**src/aas_pkg.sv**
```systemverilog
package aas_pkg;
    // register offsets (byte offset == 4 * word index here, 8-bit data in low bits)
    localparam logic [3:0] ADDR_CTRL0 = 4'h0;
    localparam logic [3:0] ADDR_CTRL2 = 4'h4;
    localparam logic [3:0] ADDR_STAT = 4'h8;
    localparam logic [3:0] ADDR_MASK = 4'hC;
    // converter_control_zero fields
    localparam int GO_BIT = 1;
    localparam int ON_BIT = 0;
    // converter_control_two fields
    localparam int ACQ_LSB = 3;
    localparam int CS_LSB = 0;
    localparam logic [7:0] CTRL2_WMASK = 8'hBF;
    localparam logic [7:0] CTRL2_RST = 8'h00;
    // status fields
    localparam int DONE_BIT = 0;
    localparam logic [7:0] STAT_WMASK = 8'h01;
    localparam logic [2:0] ACQ_MANUAL = 3'h0;
    localparam logic [1:0] CS_RC_CODE = 2'h3;
    localparam logic [4:0] CONV_PERIODS = 5'h0D;
    localparam logic [4:0] GAP_PERIODS = 5'h02;
    // one instruction cycle = four oscillator periods
    localparam logic [7:0] TCY_OSC = 8'h04;
    localparam logic [7:0] DIV_MAX = 8'h40;

    typedef enum logic [4:0] {
        ST_IDLE = 5'b00001,
        ST_ACQ = 5'b00010,
        ST_RCDLY = 5'b00100,
        ST_CONV = 5'b01000,
        ST_GAP = 5'b10000
    } aas_state_t;

    typedef struct packed {
        aas_state_t st;
        logic [7:0] ctrl0;
        logic [7:0] ctrl2;
        logic [7:0] stat;
        logic [7:0] mask;
        logic [7:0] rdata;
        logic [7:0] div_cnt;
        logic [4:0] per_cnt;
        logic hold_conn;
        logic conv_act;
        logic irq;
    } aas_regs_t;

    // bit periods of acquisition select
    function automatic logic [4:0] acq_periods(input logic [2:0] sel);
        case (sel)
            3'h1: acq_periods = 5'h02;
            3'h2: acq_periods = 5'h04;
            3'h3: acq_periods = 5'h06;
            3'h4: acq_periods = 5'h08;
            3'h5: acq_periods = 5'h0C;
            3'h6: acq_periods = 5'h10;
            3'h7: acq_periods = 5'h14;
            default: acq_periods = 5'h00;
        endcase
    endfunction

    // oscillator periods per bit period
    function automatic logic [7:0] osc_div(input logic [2:0] sel);
        case (sel)
            3'h0: osc_div = 8'h02;
            3'h4: osc_div = 8'h04;
            3'h1: osc_div = 8'h08;
            3'h5: osc_div = 8'h10;
            3'h2: osc_div = 8'h20;
            3'h6: osc_div = 8'h40;
            default: osc_div = 8'h02;
        endcase
    endfunction
endpackage

```
**src/aas_adc_acquisition_sequencer.sv**
```systemverilog
`timescale 1ns/1ps
// Operation
// programmed acquisition then automatic conversion start
// acquisition select at control-two bits 5:3
// select 000: go starts conversion immediately
// acquisition select resets to 000
// software waits acquisition before go manually
// completion clears go, sets done, resamples
// no acquisition-end status; go stays set
// conversion lasts 13 bit periods
// clock select maps dividers and RC
// software picks shortest legal bit period
// RC above 1 MHz needs sleep
// hold capacitor disconnects at conversion start
// software samples new channel long enough
// acquisition encodings 2..20 bit periods
// RC clock adds one instruction cycle
// two bit periods after completion before acquisition
// reset clears registers, aborts conversion
// phases counted in whole bit periods
module aas_adc_acquisition_sequencer #(
    parameter int RC_WIDTH = 1
) (
    input wire logic core_clk,
    input wire logic reset,
    input wire logic [3:0] addr,
    input wire logic [7:0] wdata,
    input wire logic wr_en,
    input wire logic rd_en,
    input wire logic rc_tick,
    output logic [7:0] rdata,
    output logic hold_connected,
    output logic conversion_active,
    output logic irq
);
    initial begin
        if (RC_WIDTH != 1) $error("rc tick must be one bit");
    end

    aas_pkg::aas_regs_t r_r;
    aas_pkg::aas_regs_t r_nxt;
    logic tick;
    logic [2:0] cs;
    logic use_rc;
    logic done_ev;

    assign cs = r_r.ctrl2[aas_pkg::CS_LSB +: 3];
    assign use_rc = (cs[1:0] == aas_pkg::CS_RC_CODE);

    // --------------------------------------------------
    // sequencer and registers
    // --------------------------------------------------
    always_comb begin
        r_nxt = r_r;
        done_ev = 1'b0;
        // bit period tick: divided oscillator or rc source
        tick = use_rc ? rc_tick : (r_r.div_cnt == aas_pkg::osc_div(cs) - 8'h01);
        if (r_r.st == aas_pkg::ST_IDLE || r_r.st == aas_pkg::ST_RCDLY) begin
            r_nxt.div_cnt = r_r.div_cnt + 8'h01;
        end else if (use_rc || tick) begin
            r_nxt.div_cnt = 8'h00;
        end else begin
            r_nxt.div_cnt = r_r.div_cnt + 8'h01;
        end
        case (r_r.st)
            aas_pkg::ST_IDLE: begin
                r_nxt.div_cnt = 8'h00;
                if (r_r.ctrl0[aas_pkg::GO_BIT] && r_r.ctrl0[aas_pkg::ON_BIT]) begin
                    r_nxt.per_cnt = 5'h00;
                    if (use_rc) begin
                        r_nxt.st = aas_pkg::ST_RCDLY;
                    end else if (r_r.ctrl2[aas_pkg::ACQ_LSB +: 3] == aas_pkg::ACQ_MANUAL) begin
                        r_nxt.st = aas_pkg::ST_CONV;
                        r_nxt.hold_conn = 1'b0;
                        r_nxt.conv_act = 1'b1;
                    end else begin
                        r_nxt.st = aas_pkg::ST_ACQ;
                    end
                end
            end
            aas_pkg::ST_RCDLY: begin
                if (r_r.div_cnt >= aas_pkg::TCY_OSC - 8'h01) begin
                    r_nxt.div_cnt = 8'h00;
                    if (r_r.ctrl2[aas_pkg::ACQ_LSB +: 3] == aas_pkg::ACQ_MANUAL) begin
                        r_nxt.st = aas_pkg::ST_CONV;
                        r_nxt.hold_conn = 1'b0;
                        r_nxt.conv_act = 1'b1;
                    end else begin
                        r_nxt.st = aas_pkg::ST_ACQ;
                    end
                end
            end
            aas_pkg::ST_ACQ: begin
                if (tick) begin
                    r_nxt.per_cnt = r_r.per_cnt + 5'h01;
                    if (r_r.per_cnt + 5'h01 >= aas_pkg::acq_periods(r_r.ctrl2[aas_pkg::ACQ_LSB +: 3])) begin
                        r_nxt.st = aas_pkg::ST_CONV;
                        r_nxt.per_cnt = 5'h00;
                        r_nxt.hold_conn = 1'b0;
                        r_nxt.conv_act = 1'b1;
                    end
                end
            end
            aas_pkg::ST_CONV: begin
                if (tick) begin
                    r_nxt.per_cnt = r_r.per_cnt + 5'h01;
                    if (r_r.per_cnt + 5'h01 == aas_pkg::CONV_PERIODS) begin
                        r_nxt.st = aas_pkg::ST_GAP;
                        r_nxt.per_cnt = 5'h00;
                        r_nxt.hold_conn = 1'b1;
                        r_nxt.conv_act = 1'b0;
                        done_ev = 1'b1;
                    end
                end
            end
            aas_pkg::ST_GAP: begin
                if (tick) begin
                    r_nxt.per_cnt = r_r.per_cnt + 5'h01;
                    if (r_r.per_cnt + 5'h01 == aas_pkg::GAP_PERIODS) begin
                        r_nxt.st = aas_pkg::ST_IDLE;
                        r_nxt.per_cnt = 5'h00;
                    end
                end
            end
            default: begin
                r_nxt.st = aas_pkg::ST_IDLE;
            end
        endcase

        // software writes; go may not be set during the gap
        if (wr_en) begin
            case (addr)
                aas_pkg::ADDR_CTRL0: begin
                    r_nxt.ctrl0[aas_pkg::ON_BIT] = wdata[aas_pkg::ON_BIT];
                    if (r_r.st == aas_pkg::ST_IDLE) begin
                        r_nxt.ctrl0[aas_pkg::GO_BIT] = wdata[aas_pkg::GO_BIT];
                    end
                end
                aas_pkg::ADDR_CTRL2: r_nxt.ctrl2 = wdata & aas_pkg::CTRL2_WMASK;
                aas_pkg::ADDR_STAT: r_nxt.stat = r_r.stat & ~(wdata & aas_pkg::STAT_WMASK);
                aas_pkg::ADDR_MASK: r_nxt.mask = wdata & aas_pkg::STAT_WMASK;
                default: begin
                end
            endcase
        end
        if (!r_r.ctrl0[aas_pkg::ON_BIT] && r_r.st != aas_pkg::ST_IDLE) begin
            r_nxt.st = aas_pkg::ST_IDLE;
            // abort drops go so that turning on again does not restart
            r_nxt.ctrl0[aas_pkg::GO_BIT] = 1'b0;
            r_nxt.hold_conn = 1'b1;
            r_nxt.conv_act = 1'b0;
        end
        // go stays set through acquisition and conversion
        if (done_ev) begin
            r_nxt.ctrl0[aas_pkg::GO_BIT] = 1'b0;
            r_nxt.stat[aas_pkg::DONE_BIT] = 1'b1; // set wins over clear
        end
        r_nxt.irq = |(r_nxt.stat & r_nxt.mask);

        r_nxt.rdata = 8'h00;
        if (rd_en) begin
            case (addr)
                aas_pkg::ADDR_CTRL0: r_nxt.rdata = r_r.ctrl0;
                aas_pkg::ADDR_CTRL2: r_nxt.rdata = r_r.ctrl2;
                aas_pkg::ADDR_STAT: r_nxt.rdata = r_r.stat;
                aas_pkg::ADDR_MASK: r_nxt.rdata = r_r.mask;
                default: r_nxt.rdata = 8'h00;
            endcase
        end
    end

    always_ff @(posedge core_clk) begin
        if (reset) begin
            r_r <= '0;
            r_r.st <= aas_pkg::ST_IDLE;
            r_r.ctrl2 <= aas_pkg::CTRL2_RST;
            r_r.hold_conn <= 1'b1;
        end else begin
            r_r <= r_nxt;
        end
    end

    assign rdata = r_r.rdata;
    assign hold_connected = r_r.hold_conn;
    assign conversion_active = r_r.conv_act;
    assign irq = r_r.irq;

    // --------------------------------------------------
    // assertions
    // --------------------------------------------------
    a_reset_manual: assert property (@(posedge core_clk) $fell(reset) |-> r_r.ctrl2 == 8'h00)
        else $error("acquisition select not zero after reset");
    a_done_clears_go: assert property (@(posedge core_clk) disable iff (reset)
        $fell(r_r.conv_act) && r_r.st == aas_pkg::ST_GAP |-> !r_r.ctrl0[aas_pkg::GO_BIT]
        && r_r.stat[aas_pkg::DONE_BIT] && r_r.hold_conn)
        else $error("completion did not clear go or set done");
    a_hold_split: assert property (@(posedge core_clk) disable iff (reset)
        r_r.conv_act |-> !r_r.hold_conn)
        else $error("hold capacitor connected during conversion");
    a_go_during: assert property (@(posedge core_clk) disable iff (reset)
        (r_r.st == aas_pkg::ST_ACQ || r_r.st == aas_pkg::ST_CONV) |-> r_r.ctrl0[aas_pkg::GO_BIT])
        else $error("go cleared early");
    a_manual_start: assert property (@(posedge core_clk) disable iff (reset)
        r_r.st == aas_pkg::ST_IDLE && r_r.ctrl0[1:0] == 2'b11 && !use_rc && r_r.ctrl2[5:3] == 3'h0
        |=> r_r.conv_act)
        else $error("manual go did not start conversion");
    a_auto_acq: assert property (@(posedge core_clk) disable iff (reset)
        r_r.st == aas_pkg::ST_IDLE && r_r.ctrl0[1:0] == 2'b11 && !use_rc && r_r.ctrl2[5:3] != 3'h0
        |=> r_r.st == aas_pkg::ST_ACQ && r_r.hold_conn)
        else $error("programmed acquisition not entered");
    a_conv_len: assert property (@(posedge core_clk) disable iff (reset)
        $rose(r_r.conv_act) && r_r.ctrl2[2:0] == 3'h0 && r_r.ctrl0[0] && !wr_en |-> r_r.conv_act [*8])
        else $error("conversion ended too early");
    a_gap_len: assert property (@(posedge core_clk) disable iff (reset)
        r_r.st == aas_pkg::ST_CONV && r_nxt.st == aas_pkg::ST_GAP && r_r.ctrl2[2:0] == 3'h0
        |=> r_r.st == aas_pkg::ST_GAP [*4])
        else $error("gap shorter than two bit periods");
    a_rc_delay: assert property (@(posedge core_clk) disable iff (reset)
        r_r.st == aas_pkg::ST_IDLE && r_r.ctrl0[1:0] == 2'b11 && use_rc
        |=> r_r.st == aas_pkg::ST_RCDLY [*4])
        else $error("rc start delay missing");
    a_div_tick: assert property (@(posedge core_clk) disable iff (reset)
        r_r.st == aas_pkg::ST_CONV && !use_rc |-> r_r.div_cnt < aas_pkg::osc_div(cs))
        else $error("divider out of range");

    // --------------------------------------------------
    // assertions: states, flags and register port
    // --------------------------------------------------
    a_reset_state: assert property (@(posedge core_clk)
        $fell(reset) |-> r_r.st == aas_pkg::ST_IDLE && r_r.hold_conn && !r_r.conv_act)
        else $error("state not cleared by reset");
    a_state_onehot: assert property (@(posedge core_clk) disable iff (reset)
        $onehot(r_r.st))
        else $error("state not one-hot");
    a_idle_quiet: assert property (@(posedge core_clk) disable iff (reset)
        r_r.st == aas_pkg::ST_IDLE |-> !r_r.conv_act && r_r.hold_conn)
        else $error("idle sequencer not sampling");
    a_acq_sampling: assert property (@(posedge core_clk) disable iff (reset)
        r_r.st == aas_pkg::ST_ACQ |-> r_r.hold_conn && !r_r.conv_act)
        else $error("hold capacitor split during acquisition");
    a_rcdly_sampling: assert property (@(posedge core_clk) disable iff (reset)
        r_r.st == aas_pkg::ST_RCDLY |-> r_r.hold_conn && !r_r.conv_act)
        else $error("conversion began inside rc delay");
    a_rcdly_count: assert property (@(posedge core_clk) disable iff (reset)
        r_r.st == aas_pkg::ST_RCDLY |-> r_r.div_cnt < aas_pkg::TCY_OSC)
        else $error("rc delay counter overran");
    a_rcdly_exit: assert property (@(posedge core_clk) disable iff (reset)
        r_r.st == aas_pkg::ST_RCDLY && r_r.div_cnt == aas_pkg::TCY_OSC - 8'h01 && r_r.ctrl0[aas_pkg::ON_BIT]
        |=> r_r.st == aas_pkg::ST_ACQ || r_r.st == aas_pkg::ST_CONV)
        else $error("rc delay did not end after one instruction cycle");
    a_conv_state: assert property (@(posedge core_clk) disable iff (reset)
        r_r.conv_act |-> r_r.st == aas_pkg::ST_CONV)
        else $error("conversion flag outside conversion state");
    a_conv_count: assert property (@(posedge core_clk) disable iff (reset)
        r_r.st == aas_pkg::ST_CONV |-> r_r.per_cnt < aas_pkg::CONV_PERIODS)
        else $error("conversion period count overran");
    a_acq_count: assert property (@(posedge core_clk) disable iff (reset)
        r_r.st == aas_pkg::ST_ACQ |-> r_r.per_cnt < aas_pkg::acq_periods(3'h7))
        else $error("acquisition period count overran");
    a_gap_count: assert property (@(posedge core_clk) disable iff (reset)
        r_r.st == aas_pkg::ST_GAP |-> r_r.per_cnt < aas_pkg::GAP_PERIODS)
        else $error("gap period count overran");
    a_gap_no_conv: assert property (@(posedge core_clk) disable iff (reset)
        r_r.st == aas_pkg::ST_GAP |-> !r_r.conv_act && r_r.hold_conn)
        else $error("conversion active during gap");
    a_gap_go_held: assert property (@(posedge core_clk) disable iff (reset)
        r_r.st == aas_pkg::ST_GAP && !r_r.ctrl0[aas_pkg::GO_BIT] |=> !r_r.ctrl0[aas_pkg::GO_BIT])
        else $error("go accepted during gap");
    a_go_write_idle: assert property (@(posedge core_clk) disable iff (reset)
        r_r.st == aas_pkg::ST_IDLE && wr_en && addr == aas_pkg::ADDR_CTRL0
        && wdata[aas_pkg::GO_BIT] && wdata[aas_pkg::ON_BIT] |=> r_r.ctrl0[aas_pkg::GO_BIT])
        else $error("go write refused while idle");
    a_hold_return: assert property (@(posedge core_clk) disable iff (reset)
        $fell(r_r.conv_act) |-> r_r.hold_conn)
        else $error("sampling not resumed after conversion");
    a_done_set: assert property (@(posedge core_clk) disable iff (reset)
        r_r.st == aas_pkg::ST_CONV && r_nxt.st == aas_pkg::ST_GAP |=> r_r.stat[aas_pkg::DONE_BIT])
        else $error("done flag not set on completion");
    a_done_sticky: assert property (@(posedge core_clk) disable iff (reset)
        r_r.stat[aas_pkg::DONE_BIT] && !(wr_en && addr == aas_pkg::ADDR_STAT && wdata[aas_pkg::DONE_BIT])
        |=> r_r.stat[aas_pkg::DONE_BIT])
        else $error("done flag lost without a clear");
    a_done_clear: assert property (@(posedge core_clk) disable iff (reset)
        wr_en && addr == aas_pkg::ADDR_STAT && wdata[aas_pkg::DONE_BIT] && !done_ev
        |=> !r_r.stat[aas_pkg::DONE_BIT])
        else $error("done flag not cleared by write of one");
    a_irq_level: assert property (@(posedge core_clk) disable iff (reset)
        r_r.irq == |(r_r.stat & r_r.mask))
        else $error("interrupt level disagrees with status and mask");
    a_stat_bits: assert property (@(posedge core_clk) disable iff (reset)
        (r_r.stat & ~aas_pkg::STAT_WMASK) == 8'h00 && (r_r.mask & ~aas_pkg::STAT_WMASK) == 8'h00)
        else $error("unused status or mask bit set");
    a_ctrl2_bits: assert property (@(posedge core_clk) disable iff (reset)
        (r_r.ctrl2 & ~aas_pkg::CTRL2_WMASK) == 8'h00)
        else $error("unimplemented control-two bit set");
    a_abort_idle: assert property (@(posedge core_clk) disable iff (reset)
        !r_r.ctrl0[aas_pkg::ON_BIT] && r_r.st != aas_pkg::ST_IDLE
        |=> r_r.st == aas_pkg::ST_IDLE && r_r.hold_conn && !r_r.ctrl0[aas_pkg::GO_BIT])
        else $error("turning off did not abort");
    a_rdata_idle: assert property (@(posedge core_clk) disable iff (reset)
        !rd_en |=> r_r.rdata == 8'h00)
        else $error("read data not zero outside a read");
    a_rd_ctrl2: assert property (@(posedge core_clk) disable iff (reset)
        rd_en && addr == aas_pkg::ADDR_CTRL2 |=> r_r.rdata == $past(r_r.ctrl2))
        else $error("control-two read data wrong");
    a_rd_stat: assert property (@(posedge core_clk) disable iff (reset)
        rd_en && addr == aas_pkg::ADDR_STAT |=> r_r.rdata == $past(r_r.stat))
        else $error("status read data wrong");
endmodule // aas_adc_acquisition_sequencer

```
**config.mk**
```make
export PLATFORM = sky130hd
export DESIGN_NAME = aas_adc_acquisition_sequencer
export DESIGN_NICKNAME = d
export VERILOG_FILES = /design/src/aas_pkg.sv /design/src/aas_adc_acquisition_sequencer.sv
export SDC_FILE = /design/constraint.sdc
export NUM_CORES = 1
export LEC_CHECK = 0
export ABC_AREA = 1
export BUFFER_PORTS_ARGS = -buffer_cell sky130_fd_sc_hd__buf_4
export CAP_MARGIN = 25
export CORE_MARGIN = 10
export CORE_UTILIZATION = 36
export DETAILED_ROUTE_END_ITERATION = 12
export GPL_ROUTABILITY_DRIVEN = 0
export PLACE_DENSITY = 0.52
export SLEW_MARGIN = 25
export SYNTH_ARGS = -nofsm -noshare
export SYNTH_HDL_FRONTEND = slang
export SYNTH_SLANG_ARGS = --single-unit
```
**constraint.sdc**
```tcl
create_clock -name core_clk -period 2.3 [get_ports core_clk]
set_input_delay 0.69 -clock core_clk [delete_from_list [all_inputs] [get_ports core_clk]]
set_output_delay 0.69 -clock core_clk [all_outputs]
set_load 0.1 [all_outputs]
```
==> summary.txt <==
Run status
  – Outcome: finished, final reports clean

Pwr
  – Maximum vdd ir drop: slightly above 0.0004 V
  – PwrDens: 1050 mW/mm²
  – Static leakage: 1.24 nW

Synthesis
  – YS warnings: 0
  – Cells after Synth: 344
  – Yosys cell types: 38
  – Post-Syn Nets: between 300 and 400
  – Synth Register Bits: 39
  – Cell Area, Synth: 0.00234 mm²
  – Syn_area_per_cell: roughly 6.8 µm²
  – Post-synthesis sequential area ratio: between 30% and 40%

Global routing
  – Pin count of the biggest net entering global routing: 15
  – Global-route wire length before repair: 9270 µm
  – Total gr overflow: 0
  – Initial antenna violation count: 0
  – All-Layer GR Usage: around 11%
  – Number of global-route vias before repair: around 2000

Detailed routing
  – DR WL/cell: 12.2 µm
  – WL final: around 5500 µm
  – Vias after detailed routing: 2131
  – DRT Pass-1 Iters: 4
  – Antenna-violating nets left: 0
  – DRT iter0 DRCs: between 70 and 80
  – Vias per Instance: 4.76
  – Number of remaining DRC errors: 0

Run
  – Max-cap violations: 0

Clocking
  – CTS tree: built
  – Clk root buf: clkbuf_8
  – Number of H-tree levels: 2
  – Max clock buf depth: 2
  – Skew-Pair Late Insertion Delay: a little under 0.3 ns
  – Clock-pin slew on the worst setup and hold paths: about 0.08 ns
  – Hold-fix buffers at CTS: 0
  – Clock sinks: 39
  – CTS buffer count: 5

STA
  – RSZ-0062 raised after global routing: yes
  – Final worst path period need: ~2.1 ns
  – Worst slew margin: approximately 65%
  – Clock skew: 0.00560 ns
  – Fmax: 473 MHz
  – WHS: 0.455 ns
  – Final setup viols: 0
  – Final Hold Vio Count: 0
  – Final Max Slew Viols: 0
  – Fin crit share: slightly above 90%
  – Slew @ Worst Pin: about 0.52 ns

Min path
  – Hold crit path type: flip-flop to flip-flop

Placed design
  – Dpl cells: around 440
  – Buffers on Ports: 25
  – Dpl hpwl: 4270 µm

Critical path
  – CP Launch Type: flip-flop
  – CP max-delay cell: dfxtp_4
  – Max incr delay on CP: between 0.3 and 0.4 ns
  – Critical path capture point type: flip-flop
  – WP data required: ~2.5 ns
  – WP data arrival: 2.31 ns
  – Crit-path most repeated cell: inv_2
  – Worst Path Max Fanout: 6
  – Critical-path cell list: ha_4 -> inv_2 -> nand2_2 -> nand2_2 -> inv_2 -> ha_4 -> inv_2 -> o21bai_1 -> nand3_1 -> nand4_1 -> nand2_2 -> inv_2 -> nand3_2 -> nor2_4 -> nand2_1 -> nand2_1 -> nor2_1
  – Worst setup path class: flip-flop to flip-flop

Floorplan
  – Die Wd: 101 µm
  – Chip Height: 101 µm
  – Core Area: between 0.006 and 0.007 mm²
  – Initial core utilization: a little under two fifths
  – Die ar.: 0.0101 mm²
  – Top-level I/O count: 28
  – Row count: 29

Finish
  – Most frequent cells in the layout: 68 x nand2_1, 44 x nor2_1, 40 x inv_1
  – N_diodes: 0
  – Nets: between 300 and 400
  – Layout fillers: between 600 and 700
  – Most common cell after layout, fill and taps aside: nand2_1
  – Finished Layout Cells: roughly 450
  – Fraction of layout cells with a size suffix above 1: a little under a quarter
  – Synthesis-to-layout area growth: 17.3%
## repair_timing
item | CTS | global route
gates resized for setup | 0 | 20
setup endpoints to repair | 0 | 12
setup buffers | 0 | 1
## cell usage after synthesis
| cell type | count | area [µm²] |
|---|---|---|
| nand3b_1 | 1 | 7.51 |
| inv_2 | 6 | 22.5 |
| nor2_2 | 2 | 12.5 |
| nand2_2 | 8 | 50.1 |
| xnor2_1 | 1 | 8.76 |
| o21ai_0 | 10 | 50.1 |
| conb_1 | 1 | 3.75 |
| nor2_1 | 45 | 169 |
| clkbuf_1 | 2 | 7.51 |
| xor2_1 | 2 | 17.5 |
| nor3_1 | 11 | 55.1 |
| buf_2 | 1 | 5.00 |
| nor2_8 | 1 | 20.0 |
| o21ai_1 | 3 | 15.0 |
| inv_4 | 1 | 6.26 |
| a21oi_1 | 13 | 65.1 |
| a211oi_1 | 2 | 15.0 |
| nand3_2 | 3 | 30.0 |
| ha_1 | 8 | 100 |
| nand2_1 | 72 | 270 |
| o22ai_1 | 1 | 6.26 |
| nand4_1 | 10 | 62.6 |
| dfxtp_1 | 39 | 781 |
| nand3_1 | 28 | 140 |
| nor3b_1 | 1 | 7.51 |
| nor4_1 | 2 | 12.5 |
| inv_1 | 44 | 165 |
| o21bai_1 | 3 | 22.5 |
| o31ai_1 | 2 | 15.0 |
| o21ai_2 | 1 | 8.76 |
| a221oi_1 | 1 | 8.76 |
| nor2_4 | 4 | 45.0 |
| nand2_4 | 3 | 33.8 |
| buf_6 | 1 | 11.3 |
| and2_1 | 1 | 6.26 |
| buf_4 | 8 | 60.1 |
| nand3_4 | 1 | 17.5 |
| mux2i_1 | 1 | 10.0 |
## kinds of logic after synthesis
family | synth area share (%)
compound gates | 8.80
xor+xnor | 1.12
fa+ha+maj | 4.27
buf+inv | 11.8
flops | 33.3
mux | 0.427
other cells | 0.160
simple gates | 40.1
## metal layers
layer  part of all wire [%]  track usage, %  vias up
li1                       -               -     1150
met2                     47            18.6       18
met4                   0.97            3.80        0
met5                      0               0        -
met1                     48            13.7      959
met3                    3.5            2.47        4
## area by class of cell
| type | instances | area (µm²) | share of cell area [%] |
|---|---|---|---|
| multi-input cells | 242 | 1350 | 49.2 |
| repair buffers | 31 | 233 | 8.46 |
| well taps | 77 | 96.3 | 3.50 |
| inverters | 51 | 194 | 7.05 |
| clock buffers | 6 | 72.6 | 2.64 |
| clock inverters | 2 | 12.5 | 0.455 |
| flip-flops and latches | 39 | 790 | 28.7 |
## registers in the layout, indices dropped and copies added (netlist names)
register,count
conversion_active,1
cs,3
hold_connected,1
irq,1
r_r,26
rdata,7
## critical path, delay by kind of cell (launching register included)
kind / cells / cell delay [ns]
DFF: 1 / 0.38
and+or+nand+nor: 10 / 0.90
buffers and inverters: 4 / 0.19
AOI/OAI and AO/OA: 1 / 0.13
adders and majority gates: 2 / 0.43
## stage by stage
stage               cell area [µm²]  total power [mW]  setup WS [ns]  util, %  setup TNS [ns]
floorplan                      2340              2.05          0.234        -               0
global placement               2580              2.34         0.0774     40.7               0
detailed placement             2580              2.36         0.0565     40.7               0
CTS                            2670              2.84         0.0298     42.0               0
global route                   2750              3.20        -0.0369     43.3          -0.119
finish                         2750              2.88          0.184     43.3               0
## path summary, 6_finish.rpt
check,from,endpoint,slack (ns),depth (start not counted)
setup / recovery,r_r[4]$_SDFFE_PP0P_,r_r[57]$_SDFFE_PP0P_,0.18,17
hold / removal,r_r[47]$_SDFFE_PP0P_,rdata[7]$_SDFF_PP0_,0.45,2
setup reg to reg,r_r[4]$_SDFFE_PP0P_,r_r[57]$_SDFFE_PP0P_,0.18,17
hold reg to reg,r_r[47]$_SDFFE_PP0P_,rdata[7]$_SDFF_PP0_,0.45,2
## power breakdown
part           total (mW)  internal (mW)  switching [mW]  leakage [nW]
registers           0.883          0.782           0.101         0.318
logic                1.54          0.555           0.980         0.886
clock network       0.466          0.212           0.254        0.0412
total                2.88           1.55            1.34          1.24
Note: power is estimated with default switching activity, not from simulation.
